`src/rtl/timer_pwm_pkg.sv`:
```
// Package with register map, field layout, encodings and reset values of the timer unit.
// Behaviour
// RULE1: Up-counting sets overflow flag when counter rolls to 0x0000 after modulo value.
// RULE2: Center-aligned mode sets overflow flag stepping down after reaching modulo value.
// RULE3: Flag clears only by status read while set, then writing 0 to bit 7.
// RULE4: New overflow during clearing sequence restarts it, so the flag stays set.
// RULE5: Writing 1 to the flag does nothing; reset clears the flag.
// RULE6: Overflow interrupt enable, bit 6, read/write, reset clear, requests interrupt while flag set.
// RULE7: Center-align select, bit 5: clear counts up only, set counts up and down.
// RULE8: Clock source field at bits 4:3 disables timer or picks one of three sources.
// RULE9: External and fixed system clocks are synchronised to the bus clock first.
// RULE10: Prescale field at bits 2:0 selects one of eight divisors.
// RULE11: Prescaler follows synchronisation and source selection, dividing whichever source is chosen.
// RULE12: All status/control bits reset to zero.
// RULE13: In compare or PWM modes channel value byte writes go to a buffer.
// RULE14: Once both bytes are written they move together into the active 16-bit value.
// RULE15: Bytes may come in either order; channel status/control write resets pairing.
// RULE16: Clock source resets to 0:0, timer off; 0:1 selects the bus clock.
// RULE17: External clock must run at most one-fourth of the bus clock rate.
// RULE18: Counter pauses in background debug, stops with clocks, runs in wait.
// RULE19: Up-counter runs 0x0000 to terminal count, 0xFFFF unless modulo programmed.
// RULE20: Prescale settings divide by 1, 2, 4, 8, 16, 32, 64, 128 ascending.
package timer_pwm_pkg;

    localparam logic [7:0] OFS_STATUS_CONTROL = 8'h00;
    localparam logic [7:0] OFS_COUNTER_VALUE = 8'h04;
    localparam logic [7:0] OFS_MODULO_VALUE = 8'h08;
    localparam logic [7:0] OFS_CHANNEL_STATUS = 8'h0C;
    localparam logic [7:0] OFS_CHANNEL_HIGH = 8'h10;
    localparam logic [7:0] OFS_CHANNEL_LOW = 8'h14;
    localparam logic [7:0] OFS_CHANNEL_ACTIVE = 8'h18;

    localparam int FLAG_BIT = 7;
    localparam int CH_MODE_LSB = 2;

    localparam logic [7:0] SC_RESET = 8'h00;
    localparam logic [7:0] CH_SC_RESET = 8'h00;
    localparam logic [15:0] COUNT_ZERO = 16'h0000;
    localparam logic [15:0] COUNT_MAX = 16'hFFFF;
    localparam logic [15:0] COUNT_STEP = 16'h0001;
    localparam logic [1:0] CH_MODE_CAPTURE = 2'h0;

    localparam logic [1:0] RESP_OKAY = 2'h0;
    localparam logic [1:0] RESP_SLVERR = 2'h2;

    typedef enum logic [1:0] {
        CLK_OFF = 2'h0,
        CLK_BUS = 2'h1,
        CLK_FIXED = 2'h2,
        CLK_EXT = 2'h3
    } clk_src_t;

    typedef enum logic [1:0] {
        DIR_UP = 2'b01,
        DIR_DOWN = 2'b10
    } dir_t;

    typedef struct packed {
        logic overflow_flag;
        logic overflow_irq_enable;
        logic center_align_select;
        clk_src_t clock_source_sel;
        logic [2:0] prescale_select;
    } status_control_t;

endpackage : timer_pwm_pkg

```
`src/rtl/timer_clock_prescaler.sv`:
```
// Clock source synchroniser, source selection and prescaler producing counter ticks.
`timescale 1ns/1ps
module timer_clock_prescaler (
    // Clock and reset
    input wire logic mclk,
    input wire logic rst,
    // Control
    input timer_pwm_pkg::clk_src_t clk_sel,
    input wire logic [2:0] prescale,
    input wire logic pause,
    input wire logic restart,
    // Raw clock sources
    input wire logic ext_clock_in,
    input wire logic fixed_system_clock,
    // Counter tick
    output logic tick
);
    import timer_pwm_pkg::*;

    logic [1:0] meta;
    logic [1:0] sync;
    logic [1:0] last;
    logic [6:0] pcount;
    logic [6:0] next_pcount;
    logic [6:0] mask;
    logic [1:0] rise;
    logic src_edge;
    logic advance;
    logic next_tick;

    always_comb begin
        rise = sync & ~last;
        case (clk_sel) // RULE8
            CLK_OFF: src_edge = 1'b0; // RULE16
            CLK_BUS: src_edge = 1'b1; // RULE16
            CLK_FIXED: src_edge = rise[0];
            CLK_EXT: src_edge = rise[1];
            default: src_edge = 1'b0;
        endcase
        advance = src_edge && !pause; // RULE18
        mask = 7'((8'h01 << prescale) - 8'h01); // RULE10 RULE20
        next_tick = advance && ((pcount & mask) == mask); // RULE11
        if (restart) begin
            next_pcount = '0;
        end else if (advance) begin
            next_pcount = pcount + 7'h01;
        end else begin
            next_pcount = pcount;
        end
    end

    always_ff @(posedge mclk) begin
        if (rst) begin
            meta <= 2'h0;
            sync <= 2'h0;
            last <= 2'h0;
            pcount <= 7'h00;
            tick <= 1'b0;
        end else begin
            meta <= {ext_clock_in, fixed_system_clock}; // RULE9
            sync <= meta; // RULE9
            last <= sync;
            pcount <= next_pcount;
            tick <= next_tick;
        end
    end

endmodule : timer_clock_prescaler

```
`src/rtl/timer_pwm_status_control.sv`:
```
// Timer status/control, counter, overflow flag, channel value pairing and AXI4-Lite slave.
//
// Design decisions made here: the address map and the AXI4-Lite slave port.
`timescale 1ns/1ps
module timer_pwm_status_control (
    // Clock and reset
    input wire logic mclk,
    input wire logic rst,
    // AXI4-Lite write address
    input wire logic [31:0] awaddr,
    input wire logic awvalid,
    output logic awready,
    // AXI4-Lite write data
    input wire logic [31:0] wdata,
    input wire logic [3:0] wstrb,
    input wire logic wvalid,
    output logic wready,
    // AXI4-Lite write response
    output logic [1:0] bresp,
    output logic bvalid,
    input wire logic bready,
    // AXI4-Lite read address
    input wire logic [31:0] araddr,
    input wire logic arvalid,
    output logic arready,
    // AXI4-Lite read data
    output logic [31:0] rdata,
    output logic [1:0] rresp,
    output logic rvalid,
    input wire logic rready,
    // Clock sources and debug state
    input wire logic ext_clock_in,
    input wire logic fixed_system_clock,
    input wire logic background_active,
    // Timer outputs
    output logic overflow_irq,
    output logic center_aligned_pwm,
    output logic [15:0] counter_value,
    output logic [15:0] channel_value
);
    import timer_pwm_pkg::*;

    function automatic logic is_mapped(input logic [7:0] a);
        is_mapped = (a == OFS_STATUS_CONTROL) || (a == OFS_COUNTER_VALUE) ||
            (a == OFS_MODULO_VALUE) || (a == OFS_CHANNEL_STATUS) ||
            (a == OFS_CHANNEL_HIGH) || (a == OFS_CHANNEL_LOW) ||
            (a == OFS_CHANNEL_ACTIVE);
    endfunction : is_mapped

    // Bus state.
    logic aw_full;
    logic w_full;
    logic [7:0] aw_addr_q;
    logic [31:0] w_data_q;
    logic [3:0] w_strb_q;
    logic next_aw_full;
    logic next_w_full;
    logic [7:0] next_aw_addr;
    logic [31:0] next_w_data;
    logic [3:0] next_w_strb;
    logic next_awready;
    logic next_wready;
    logic next_bvalid;
    logic [1:0] next_bresp;
    logic next_arready;
    logic next_rvalid;
    logic [31:0] next_rdata;
    logic [1:0] next_rresp;
    logic do_write;
    logic do_read;
    logic [7:0] rd_addr;

    // Timer state.
    status_control_t sc;
    status_control_t next_sc;
    logic [15:0] modulo_value;
    logic [15:0] next_modulo;
    logic [15:0] next_counter;
    dir_t dir;
    dir_t next_dir;
    logic clear_armed;
    logic next_clear_armed;
    logic [7:0] ch_sc;
    logic [7:0] next_ch_sc;
    logic [7:0] buf_high;
    logic [7:0] buf_low;
    logic [7:0] next_buf_high;
    logic [7:0] next_buf_low;
    logic high_written;
    logic low_written;
    logic next_high_written;
    logic next_low_written;
    logic [15:0] next_channel;
    logic next_irq;
    logic next_center_out;
    logic tick;
    logic overflow;
    logic buffered;
    logic [15:0] terminal;
    logic wr_sc;
    logic wr_counter;
    logic wr_ch_sc;
    logic wr_high;
    logic wr_low;

    timer_clock_prescaler prescaler (
        .mclk(mclk),
        .rst(rst),
        .clk_sel(sc.clock_source_sel),
        .prescale(sc.prescale_select),
        .pause(background_active),
        .restart(wr_counter),
        .ext_clock_in(ext_clock_in),
        .fixed_system_clock(fixed_system_clock),
        .tick(tick)
    );

    // Bus handshakes: address and data are taken in either order, one write and one read.
    always_comb begin
        next_aw_full = aw_full;
        next_w_full = w_full;
        next_aw_addr = aw_addr_q;
        next_w_data = w_data_q;
        next_w_strb = w_strb_q;
        next_bvalid = bvalid;
        next_bresp = bresp;
        next_rvalid = rvalid;
        next_rdata = rdata;
        next_rresp = rresp;
        rd_addr = araddr[7:0];
        if (awvalid && awready) begin
            next_aw_full = 1'b1;
            next_aw_addr = awaddr[7:0];
        end
        if (wvalid && wready) begin
            next_w_full = 1'b1;
            next_w_data = wdata;
            next_w_strb = wstrb;
        end
        do_write = aw_full && w_full && !bvalid;
        if (bvalid && bready) begin
            next_bvalid = 1'b0;
        end
        if (do_write) begin
            next_aw_full = 1'b0;
            next_w_full = 1'b0;
            next_bvalid = 1'b1;
            next_bresp = is_mapped(aw_addr_q) ? RESP_OKAY : RESP_SLVERR;
        end
        next_awready = !next_aw_full && !next_bvalid;
        next_wready = !next_w_full && !next_bvalid;
        do_read = arvalid && arready;
        if (rvalid && rready) begin
            next_rvalid = 1'b0;
        end
        if (do_read) begin
            next_rvalid = 1'b1;
            next_rresp = is_mapped(rd_addr) ? RESP_OKAY : RESP_SLVERR;
            case (rd_addr)
                OFS_STATUS_CONTROL: next_rdata = {24'h000000, sc};
                OFS_COUNTER_VALUE: next_rdata = {16'h0000, counter_value};
                OFS_MODULO_VALUE: next_rdata = {16'h0000, modulo_value};
                OFS_CHANNEL_STATUS: next_rdata = {24'h000000, ch_sc};
                OFS_CHANNEL_HIGH: next_rdata = {24'h000000, buf_high};
                OFS_CHANNEL_LOW: next_rdata = {24'h000000, buf_low};
                OFS_CHANNEL_ACTIVE: next_rdata = {16'h0000, channel_value};
                default: next_rdata = 32'h00000000;
            endcase
        end
        next_arready = !next_rvalid;
    end

    always_ff @(posedge mclk) begin
        if (rst) begin
            aw_full <= 1'b0;
            w_full <= 1'b0;
            aw_addr_q <= 8'h00;
            w_data_q <= 32'h00000000;
            w_strb_q <= 4'h0;
            awready <= 1'b0;
            wready <= 1'b0;
            bvalid <= 1'b0;
            bresp <= RESP_OKAY;
            arready <= 1'b0;
            rvalid <= 1'b0;
            rdata <= 32'h00000000;
            rresp <= RESP_OKAY;
        end else begin
            aw_full <= next_aw_full;
            w_full <= next_w_full;
            aw_addr_q <= next_aw_addr;
            w_data_q <= next_w_data;
            w_strb_q <= next_w_strb;
            awready <= next_awready;
            wready <= next_wready;
            bvalid <= next_bvalid;
            bresp <= next_bresp;
            arready <= next_arready;
            rvalid <= next_rvalid;
            rdata <= next_rdata;
            rresp <= next_rresp;
        end
    end

    // Counter, overflow flag and its clearing sequence.
    always_comb begin
        wr_sc = do_write && (aw_addr_q == OFS_STATUS_CONTROL) && w_strb_q[0];
        wr_counter = do_write && (aw_addr_q == OFS_COUNTER_VALUE);
        terminal = (modulo_value == COUNT_ZERO) ? COUNT_MAX : modulo_value; // RULE19
        next_counter = counter_value;
        next_dir = dir;
        overflow = 1'b0;
        if (tick) begin
            case (dir)
                DIR_UP: begin
                    if (sc.center_align_select) begin // RULE7
                        if (counter_value >= modulo_value && counter_value != COUNT_ZERO) begin
                            next_dir = DIR_DOWN;
                            next_counter = counter_value - COUNT_STEP;
                            overflow = 1'b1; // RULE2
                        end else begin
                            next_counter = counter_value + COUNT_STEP;
                        end
                    end else if (counter_value == terminal) begin
                        next_counter = COUNT_ZERO; // RULE19
                        overflow = 1'b1; // RULE1
                    end else begin
                        next_counter = counter_value + COUNT_STEP;
                    end
                end
                DIR_DOWN: begin
                    if (!sc.center_align_select || counter_value == COUNT_ZERO) begin
                        next_dir = DIR_UP;
                        next_counter = counter_value + COUNT_STEP;
                    end else begin
                        next_counter = counter_value - COUNT_STEP;
                    end
                end
                default: begin
                    next_dir = DIR_UP;
                    next_counter = COUNT_ZERO;
                end
            endcase
        end
        if (wr_counter) begin
            next_counter = COUNT_ZERO;
            next_dir = DIR_UP;
        end
        next_sc = sc;
        next_clear_armed = clear_armed;
        if (do_read && rd_addr == OFS_STATUS_CONTROL && sc.overflow_flag) begin
            next_clear_armed = 1'b1; // RULE3
        end
        if (wr_sc) begin
            next_sc = status_control_t'(w_data_q[7:0]); // RULE6 RULE7 RULE8 RULE10
            next_sc.overflow_flag = sc.overflow_flag; // RULE5
            if (clear_armed && !w_data_q[FLAG_BIT]) begin
                next_sc.overflow_flag = 1'b0; // RULE3
            end
            next_clear_armed = 1'b0;
        end
        if (overflow) begin
            next_sc.overflow_flag = 1'b1;
            next_clear_armed = 1'b0; // RULE4
        end
        next_modulo = modulo_value;
        if (do_write && aw_addr_q == OFS_MODULO_VALUE) begin
            if (w_strb_q[0]) begin
                next_modulo[7:0] = w_data_q[7:0];
            end
            if (w_strb_q[1]) begin
                next_modulo[15:8] = w_data_q[15:8];
            end
        end
        next_irq = next_sc.overflow_flag && next_sc.overflow_irq_enable; // RULE6
        next_center_out = next_sc.center_align_select;
    end

    always_ff @(posedge mclk) begin
        if (rst) begin
            sc <= status_control_t'(SC_RESET); // RULE12 RULE5 RULE16
            modulo_value <= COUNT_ZERO;
            counter_value <= COUNT_ZERO;
            dir <= DIR_UP;
            clear_armed <= 1'b0;
            overflow_irq <= 1'b0;
            center_aligned_pwm <= 1'b0;
        end else begin
            sc <= next_sc;
            modulo_value <= next_modulo;
            counter_value <= next_counter;
            dir <= next_dir;
            clear_armed <= next_clear_armed;
            overflow_irq <= next_irq;
            center_aligned_pwm <= next_center_out;
        end
    end

    // Channel value byte pairing.
    always_comb begin
        wr_ch_sc = do_write && (aw_addr_q == OFS_CHANNEL_STATUS) && w_strb_q[0];
        wr_high = do_write && (aw_addr_q == OFS_CHANNEL_HIGH) && w_strb_q[0];
        wr_low = do_write && (aw_addr_q == OFS_CHANNEL_LOW) && w_strb_q[0];
        buffered = sc.center_align_select ||
            (ch_sc[CH_MODE_LSB +: 2] != CH_MODE_CAPTURE); // RULE13
        next_ch_sc = ch_sc;
        next_buf_high = buf_high;
        next_buf_low = buf_low;
        next_high_written = high_written;
        next_low_written = low_written;
        next_channel = channel_value;
        if (wr_high) begin
            next_buf_high = w_data_q[7:0];
            if (buffered) begin
                next_high_written = 1'b1; // RULE13
            end else begin
                next_channel[15:8] = w_data_q[7:0];
            end
        end
        if (wr_low) begin
            next_buf_low = w_data_q[7:0];
            if (buffered) begin
                next_low_written = 1'b1; // RULE13
            end else begin
                next_channel[7:0] = w_data_q[7:0];
            end
        end
        if (next_high_written && next_low_written) begin
            next_channel = {next_buf_high, next_buf_low}; // RULE14 RULE15
            next_high_written = 1'b0;
            next_low_written = 1'b0;
        end
        if (wr_ch_sc) begin
            next_ch_sc = w_data_q[7:0];
            next_high_written = 1'b0; // RULE15
            next_low_written = 1'b0; // RULE15
        end
    end

    always_ff @(posedge mclk) begin
        if (rst) begin
            ch_sc <= CH_SC_RESET;
            buf_high <= 8'h00;
            buf_low <= 8'h00;
            high_written <= 1'b0;
            low_written <= 1'b0;
            channel_value <= COUNT_ZERO;
        end else begin
            ch_sc <= next_ch_sc;
            buf_high <= next_buf_high;
            buf_low <= next_buf_low;
            high_written <= next_high_written;
            low_written <= next_low_written;
            channel_value <= next_channel;
        end
    end

endmodule : timer_pwm_status_control

```
`config.mk`:
```
export PLATFORM = sky130hd
export DESIGN_NAME = timer_pwm_status_control
export DESIGN_NICKNAME = d
export VERILOG_FILES = /design/src/rtl/timer_pwm_pkg.sv /design/src/rtl/timer_clock_prescaler.sv /design/src/rtl/timer_pwm_status_control.sv
export SDC_FILE = /design/constraint.sdc
export NUM_CORES = 1
export LEC_CHECK = 0
export ABC_AREA = 1
export BUFFER_PORTS_ARGS = -buffer_cell sky130_fd_sc_hd__buf_2
export CAP_MARGIN = 30
export CORE_MARGIN = 5
export CORE_UTILIZATION = 55
export DETAILED_ROUTE_END_ITERATION = 7
export HOLD_SLACK_MARGIN = 0.02
export PLACE_DENSITY = 0.85
export SYNTH_ARGS = -nofsm -noshare
export SYNTH_HDL_FRONTEND = slang
export SYNTH_SLANG_ARGS = --single-unit
```
`constraint.sdc`:
```
create_clock -name mclk -period 2.95 [get_ports mclk]
set_input_delay 0.59 -clock mclk [delete_from_list [all_inputs] [get_ports mclk]]
set_output_delay 0.59 -clock mclk [all_outputs]
set_load 0.05 [all_outputs]
```
Word-level counts from Yosys, hierarchy flattened
Cells that the tools add are included.

operators by class
  add/sub/neg operators = 4
  $lt $le $gt $ge = 1
  equal/unequal tests = 23
  shifts and indexed selects = 1
  mux-type cells = 40
  bitwise logic cells = 3
  reductions and logical operators = 66

operators with widths
  cell                                                 number
  case mux 16 bit (7 select lines)                     1
  2-to-1 mux 16 bit                                    6
  == test 8 x 5 -> 1 bit (second input constant)       6
  2-to-1 mux 8 bit                                     6
  == test 8 x 4 -> 1 bit (second input constant)       4
  zero test 16 bit                                     2
  case mux 16 bit (2 select lines)                     1
  logical AND 1 bit                                    27
  2-to-1 mux 1 bit                                     19
  adder 16 x 1 -> 16 bit (second input constant)       1
  == test 16 bit                                       1
  == test 8 x 3 -> 1 bit (second input constant)       2
  greater-or-equal comparator 16 bit                   1
  zero test 8 bit                                      2
  nonzero test 16 bit                                  1
  subtractor 16 x 1 -> 16 bit (second input constant)  1
  logical OR 1 bit                                     14
  2-to-1 mux 2 bit                                     5
  zero test 1 bit                                      8
  AND reduction 2 bit                                  4
  adder 7 x 1 -> 7 bit (second input constant)         1
  AND 7 bit                                            1
  == test 7 bit                                        1
  left shift 1 x 3 -> 7 bit (first input constant)     1
  other kinds (14)                                     22

storage, ports and cells
  register bits = 169
  bits of input ports = 110
  output and inout bits = 75
  logic and storage cells = 174

Longest topological paths before layout
  depth after elaboration = 9
  mapped depth = 18
  mapped depth without buffers = 17

By module
From an unflattened synthesis, not the netlist that was laid out.

unflattened totals
  cells, all modules = 1235
  area total of the unflattened synthesis = 8311.7 µm²

by module, submodules not included
  module                    instances  cells each  area each (µm²)  sequential area each (µm²)
  timer_pwm_status_control  1          1140        7657.3           2742.6
  timer_clock_prescaler     1          95          654.4            280.3

Least setup slack after synthesis
OpenSTA, ideal clock, no wires.

  path kind = register -> register
  start = reg counter_value[0]
  end = reg counter_value[4]
  library setup time = 135 ps
  data arrival time = 2380 ps
  required time = 2815 ps
  setup slack = 435 ps
  stages on the path, launching flop included = 17
  path buffers = 1
  clock period less this slack = 2515 ps
  cells stage by stage = dfxtp_1 -> inv_2 -> ha_1 -> nand4_1 -> nor2_1 -> nor2_1 -> nand2_1 -> nand2_1 -> nand2_1 -> clkbuf_1 -> nand3_1 -> nand2_1 -> clkinv_1 -> nand3_1 -> nand2_1 -> nand2_1 -> a21oi_1

on the way
  cells in the longest elaborated chain, start to end = 5
  elaborated cells on any way between the ends = 13
  those cells by class = add/sub: 2; order compare: 1; eq/ne: 1; mux: 5; reduce/logical: 4

RTL lines
  item                                                                       line                             source
  from (decl)                                                                timer_pwm_status_control.sv:38   output logic [15:0] counter_value,
  from (signal assigned)                                                     timer_pwm_status_control.sv:291  counter_value <= next_counter;
  greater-or-equal comparator 16 bit or nonzero test 16 bit (tied branches)  timer_pwm_status_control.sv:217  if (counter_value >= modulo_value && counter_value != COUNT_ZERO) begin
  logical AND 1 bit                                                          timer_pwm_status_control.sv:217
  2-to-1 mux 16 bit                                                          timer_pwm_status_control.sv:217
  2-to-1 mux 16 bit                                                          timer_pwm_status_control.sv:216  if (sc.center_align_select) begin
  case mux 16 bit (2 select lines) *                                         timer_pwm_status_control.sv:214  case (dir)

Every way passes the cells marked *; elsewhere a longest branch is shown, timed or not.
A chain may end at the register's enable or synchronous reset.

Worst setup path in the final report
  start = reg counter_value[1]
  end = reg dir[1]

on the way
  cells in the longest elaborated chain, start to end = 4
  elaborated cells on any way between the ends = 8
  those cells by class = order compare: 1; eq/ne: 2; reduce/logical: 5

RTL lines
  item                                                              line                                                              source
  greater-or-equal comparator 16 bit, or another cell as far along  timer_pwm_status_control.sv:217
  logical AND 1 bit or logical OR 1 bit (tied branches)             timer_pwm_status_control.sv:217, timer_pwm_status_control.sv:232
  != test 2 bit (no line)                                           n/a
  AND reduction 4 bit (no line) *                                   n/a
  to (signal assigned)                                              timer_pwm_status_control.sv:292                                   dir <= next_dir;
  to (decl)                                                         timer_pwm_status_control.sv:79                                    dir_t dir;

Marked as above.

==> out/results.txt <==
Post-synthesis async set-or-reset flop share -> 0
Max clock buf depth -> 2
H-tree level count -> 4
Clk_lat worst skew -> 430 ps
HP Class -> primary input to flip-flop
Crit path launch type -> flip-flop
Ys Warns -> 0
Pwr Density -> 478 nW/um2
P_int -> 3.36 mW
Tot GR Track Use -> 0.276
CTS Buf Count -> 17
Routed wire length per instance -> 16.5 um
Vias in the first global route -> 7897
Setup Skew -> 12.9 ps
Critical path fanouts, max -> 13
Crit share post-route -> 0.862
Post-Syn Area -> 8420 um2
Final Hold Fails -> 0
Leak -> 4.46 nW
Fin nets -> 1464
Outcome -> finished, final reports clean
First-pass GRT wire length -> 39900 um
Seq/Total Area, Yosys -> 0.359
Routability Congestion -> 0.923
Setup repair after global routing missed its margin -> false
Final min period -> 2540 ps
Fillers -> 1340
Register Area -> 3020 um2
Pin count of the biggest net entering global routing -> 32
Starting Density -> 0.558
Root Driver -> clkbuf_16
Site Rows -> 45
TNS Setup -> 0 ps
Area growth, synth to finish -> 13.5%
Hold buffer count at cts -> 0
Starting DRT DRC Count -> 908
Clock Sinks -> 151
Max-cap violations -> 0
Vias post-DR -> 8702
Placed Area -> 8980 um2
Initial antenna violation count -> 0
Antenna-violating nets left -> 0
Critical Path End Type -> flip-flop
Fin area -> 9560 um2
Area leader, netlist -> dfxtp_1
DRC -> 0
Die Area -> 17900 um2
Total gr overflow -> 0
Ys flop type -> dfxtp_1
Worst VDD drop -> 0.000425 V
Synth area leaders -> dfxtp_1 36%, nand2_1 12%, a21oi_1 6.4%, o21ai_0 6.4%, inv_1 6.1%
N_diodes -> 0
Net Sw Power -> 1.21 mW
Critical path data required time -> 3260 ps
Final setup fails -> 0
Maximum clock frequency -> 393 MHz
PostCTS Resize Cnt -> 0
Vert. Die Dim -> 134 um
Die extent in x -> 134 um
PnR Total Power -> 4.57 mW
Final Max Slew Viols -> 0
Share of the synthesized area in the top cell type -> 0.359
Register bit total from synthesis -> 151
Critical path class -> flip-flop to flip-flop
Core area -> 15100 um2
Drt pass-1 iters -> 6
Vias/cell -> 5.67
Number of synthesized flops with an enable pin -> 0
Netlist cell types -> 57
Post-synthesis cell count -> 1239
Clock transition at path regs -> 70 ps
Share of layout cells above drive strength 1 -> 0.145
DP HPWL -> 18000 um
Sw frac -> 0.265
Final Core Density -> 0.634
Ports -> 185
Combinational Power Share -> 0.063
Clock network power share -> 0.476
Mapped Avg Cell Area -> 6.80 um2
Postcts setup bufs -> 0
Multi-input gate area -> 4430 um2
Slew margin rel. -> 0.444
Buffers on Ports -> 100
Sequential share of power -> 0.461
Slew @ Worst Pin -> 831 ps
Final WL -> 25300 um
CTS tree -> done
Worst Path Arrival -> 2850 ps
[per-layer routing]
metal,global-route usage,part of all wire
met1,0.344,0.40
met3,0.0487,0.079
met2,0.458,0.47
met5,0,0
met4,0.142,0.050
[power groups by stage]
| stage | clock (mW) | sequential [mW] | combinational [mW] |
|---|---|---|---|
| 6_report | 2.18 | 2.11 | 0.289 |
| 5_1_grt | 2.28 | 2.11 | 0.314 |
| 4_1_cts | 2.18 | 2.11 | 0.285 |
| 3_5_place_dp | 0 | 2.15 | 0.282 |
| 3_3_place_gp | 0 | 2.15 | 0.277 |
| 2_1_floorplan | 0 | 2.17 | 0.202 |
[path summary, 6_finish.rpt]
kind	from	end	slack, ps	cells after the start
max	counter_value[1]$_SDFFE_PP0P_	dir[1]$_SDFFE_PP0P_	410	12
min	ext_clock_in	prescaler.meta[1]$_SDFF_PP0_	360	3
max reg2reg	counter_value[1]$_SDFFE_PP0P_	dir[1]$_SDFFE_PP0P_	410	12
min reg2reg	prescaler.meta[0]$_SDFF_PP0_	prescaler.sync[0]$_SDFF_PP0_	410	2
[synth_stat cells, drive strengths merged, types with 3 or more instances]
master  count
a21oi     110
buf        43
clkbuf     26
clkinv      7
dfxtp     151
ha         21
inv       148
nand2     283
nand3      68
nand3b      3
nand4       8
nor2      142
nor3       22
nor4        3
o211ai      8
o21ai     123
o221ai     14
o22a        8
o22ai       4
xor2       24
[flip-flops by register name (all words and copies together) (netlist names), 2 cells and up]
register          cells
modulo_value         16
aw_addr_q             8
w_strb_q              2
prescaler.sync        2
prescaler.meta        2
buf_low               8
ch_sc                 8
prescaler.last        2
buf_high              8
channel_value        16
rdata                16
w_data_q             16
dir                   2
prescaler.pcount      7
counter_value        16
sc                    8
[through the flow]
stage                     std cells  hold slack, ps  setup WS (ps)
final                          1534             364            408
after detailed placement       1502             397            488
after CTS                      1534             362            463
after global placement         1502             392            514
after global routing           1534             364            292
after floorplan                1256             388            435
[worst max-delay path: stages, from the launching register on]
cell and delay (ps):
dfxtp_1 350, inv_1 200, ha_1 290, nand3_4 120
nor3_4 240, nand2_2 120, o21ai_4 200, nor2_1 140
inv_2 230, nand3_1 150, or2_1 250, nand2_1 70
a21oi_1 50
[kinds of logic after synthesis]
family,count (synthesis),share of synthesized area
AOI/OAI and AO/OA,283,0.190
buffers and inverters,225,0.123
adders and majority gates,21,0.0312
DFF,151,0.359
xor gates and xnor gates,25,0.0260
and+or+nand+nor,533,0.271
other,1,0.000445
[area by class of cell]
cell class                      instances  share of cell area
Clock buffer                           20              0.0467
Clock inverter                         12              0.0139
Inverter                              155              0.0611
Multi-Input combinational cell        880               0.463
Sequential cell                       151               0.316
Tap cell                              188              0.0246
Timing Repair Buffer                  128              0.0743
[cell usage in the layout (no fill, tap or decap), drive strengths merged, types with 2 or more instances in the layout]
cell type / netlist / layout
o31ai: 2 / 2
nor2: 142 / 142
ha: 21 / 21
nor3b: 2 / 2
xor2: 24 / 24
nand2: 283 / 283
buf: 43 / 128
a221oi: 2 / 2
inv: 148 / 155
o221ai: 14 / 14
clkbuf: 26 / 20
nor3: 22 / 22
o21bai: 2 / 2
clkinv: 7 / 9
conb: 1 / 18
nand3b: 3 / 3
o22ai: 4 / 4
o22a: 8 / 8
or2: 2 / 2
nor4: 3 / 3
dfxtp: 151 / 151
nand4: 8 / 8
a31oi: 2 / 2
nand3: 68 / 68
a21oi: 110 / 110
o211ai: 8 / 8
o21ai: 123 / 123
clkinvlp: 0 / 2
Note: power is estimated with default switching activity, not from simulation.
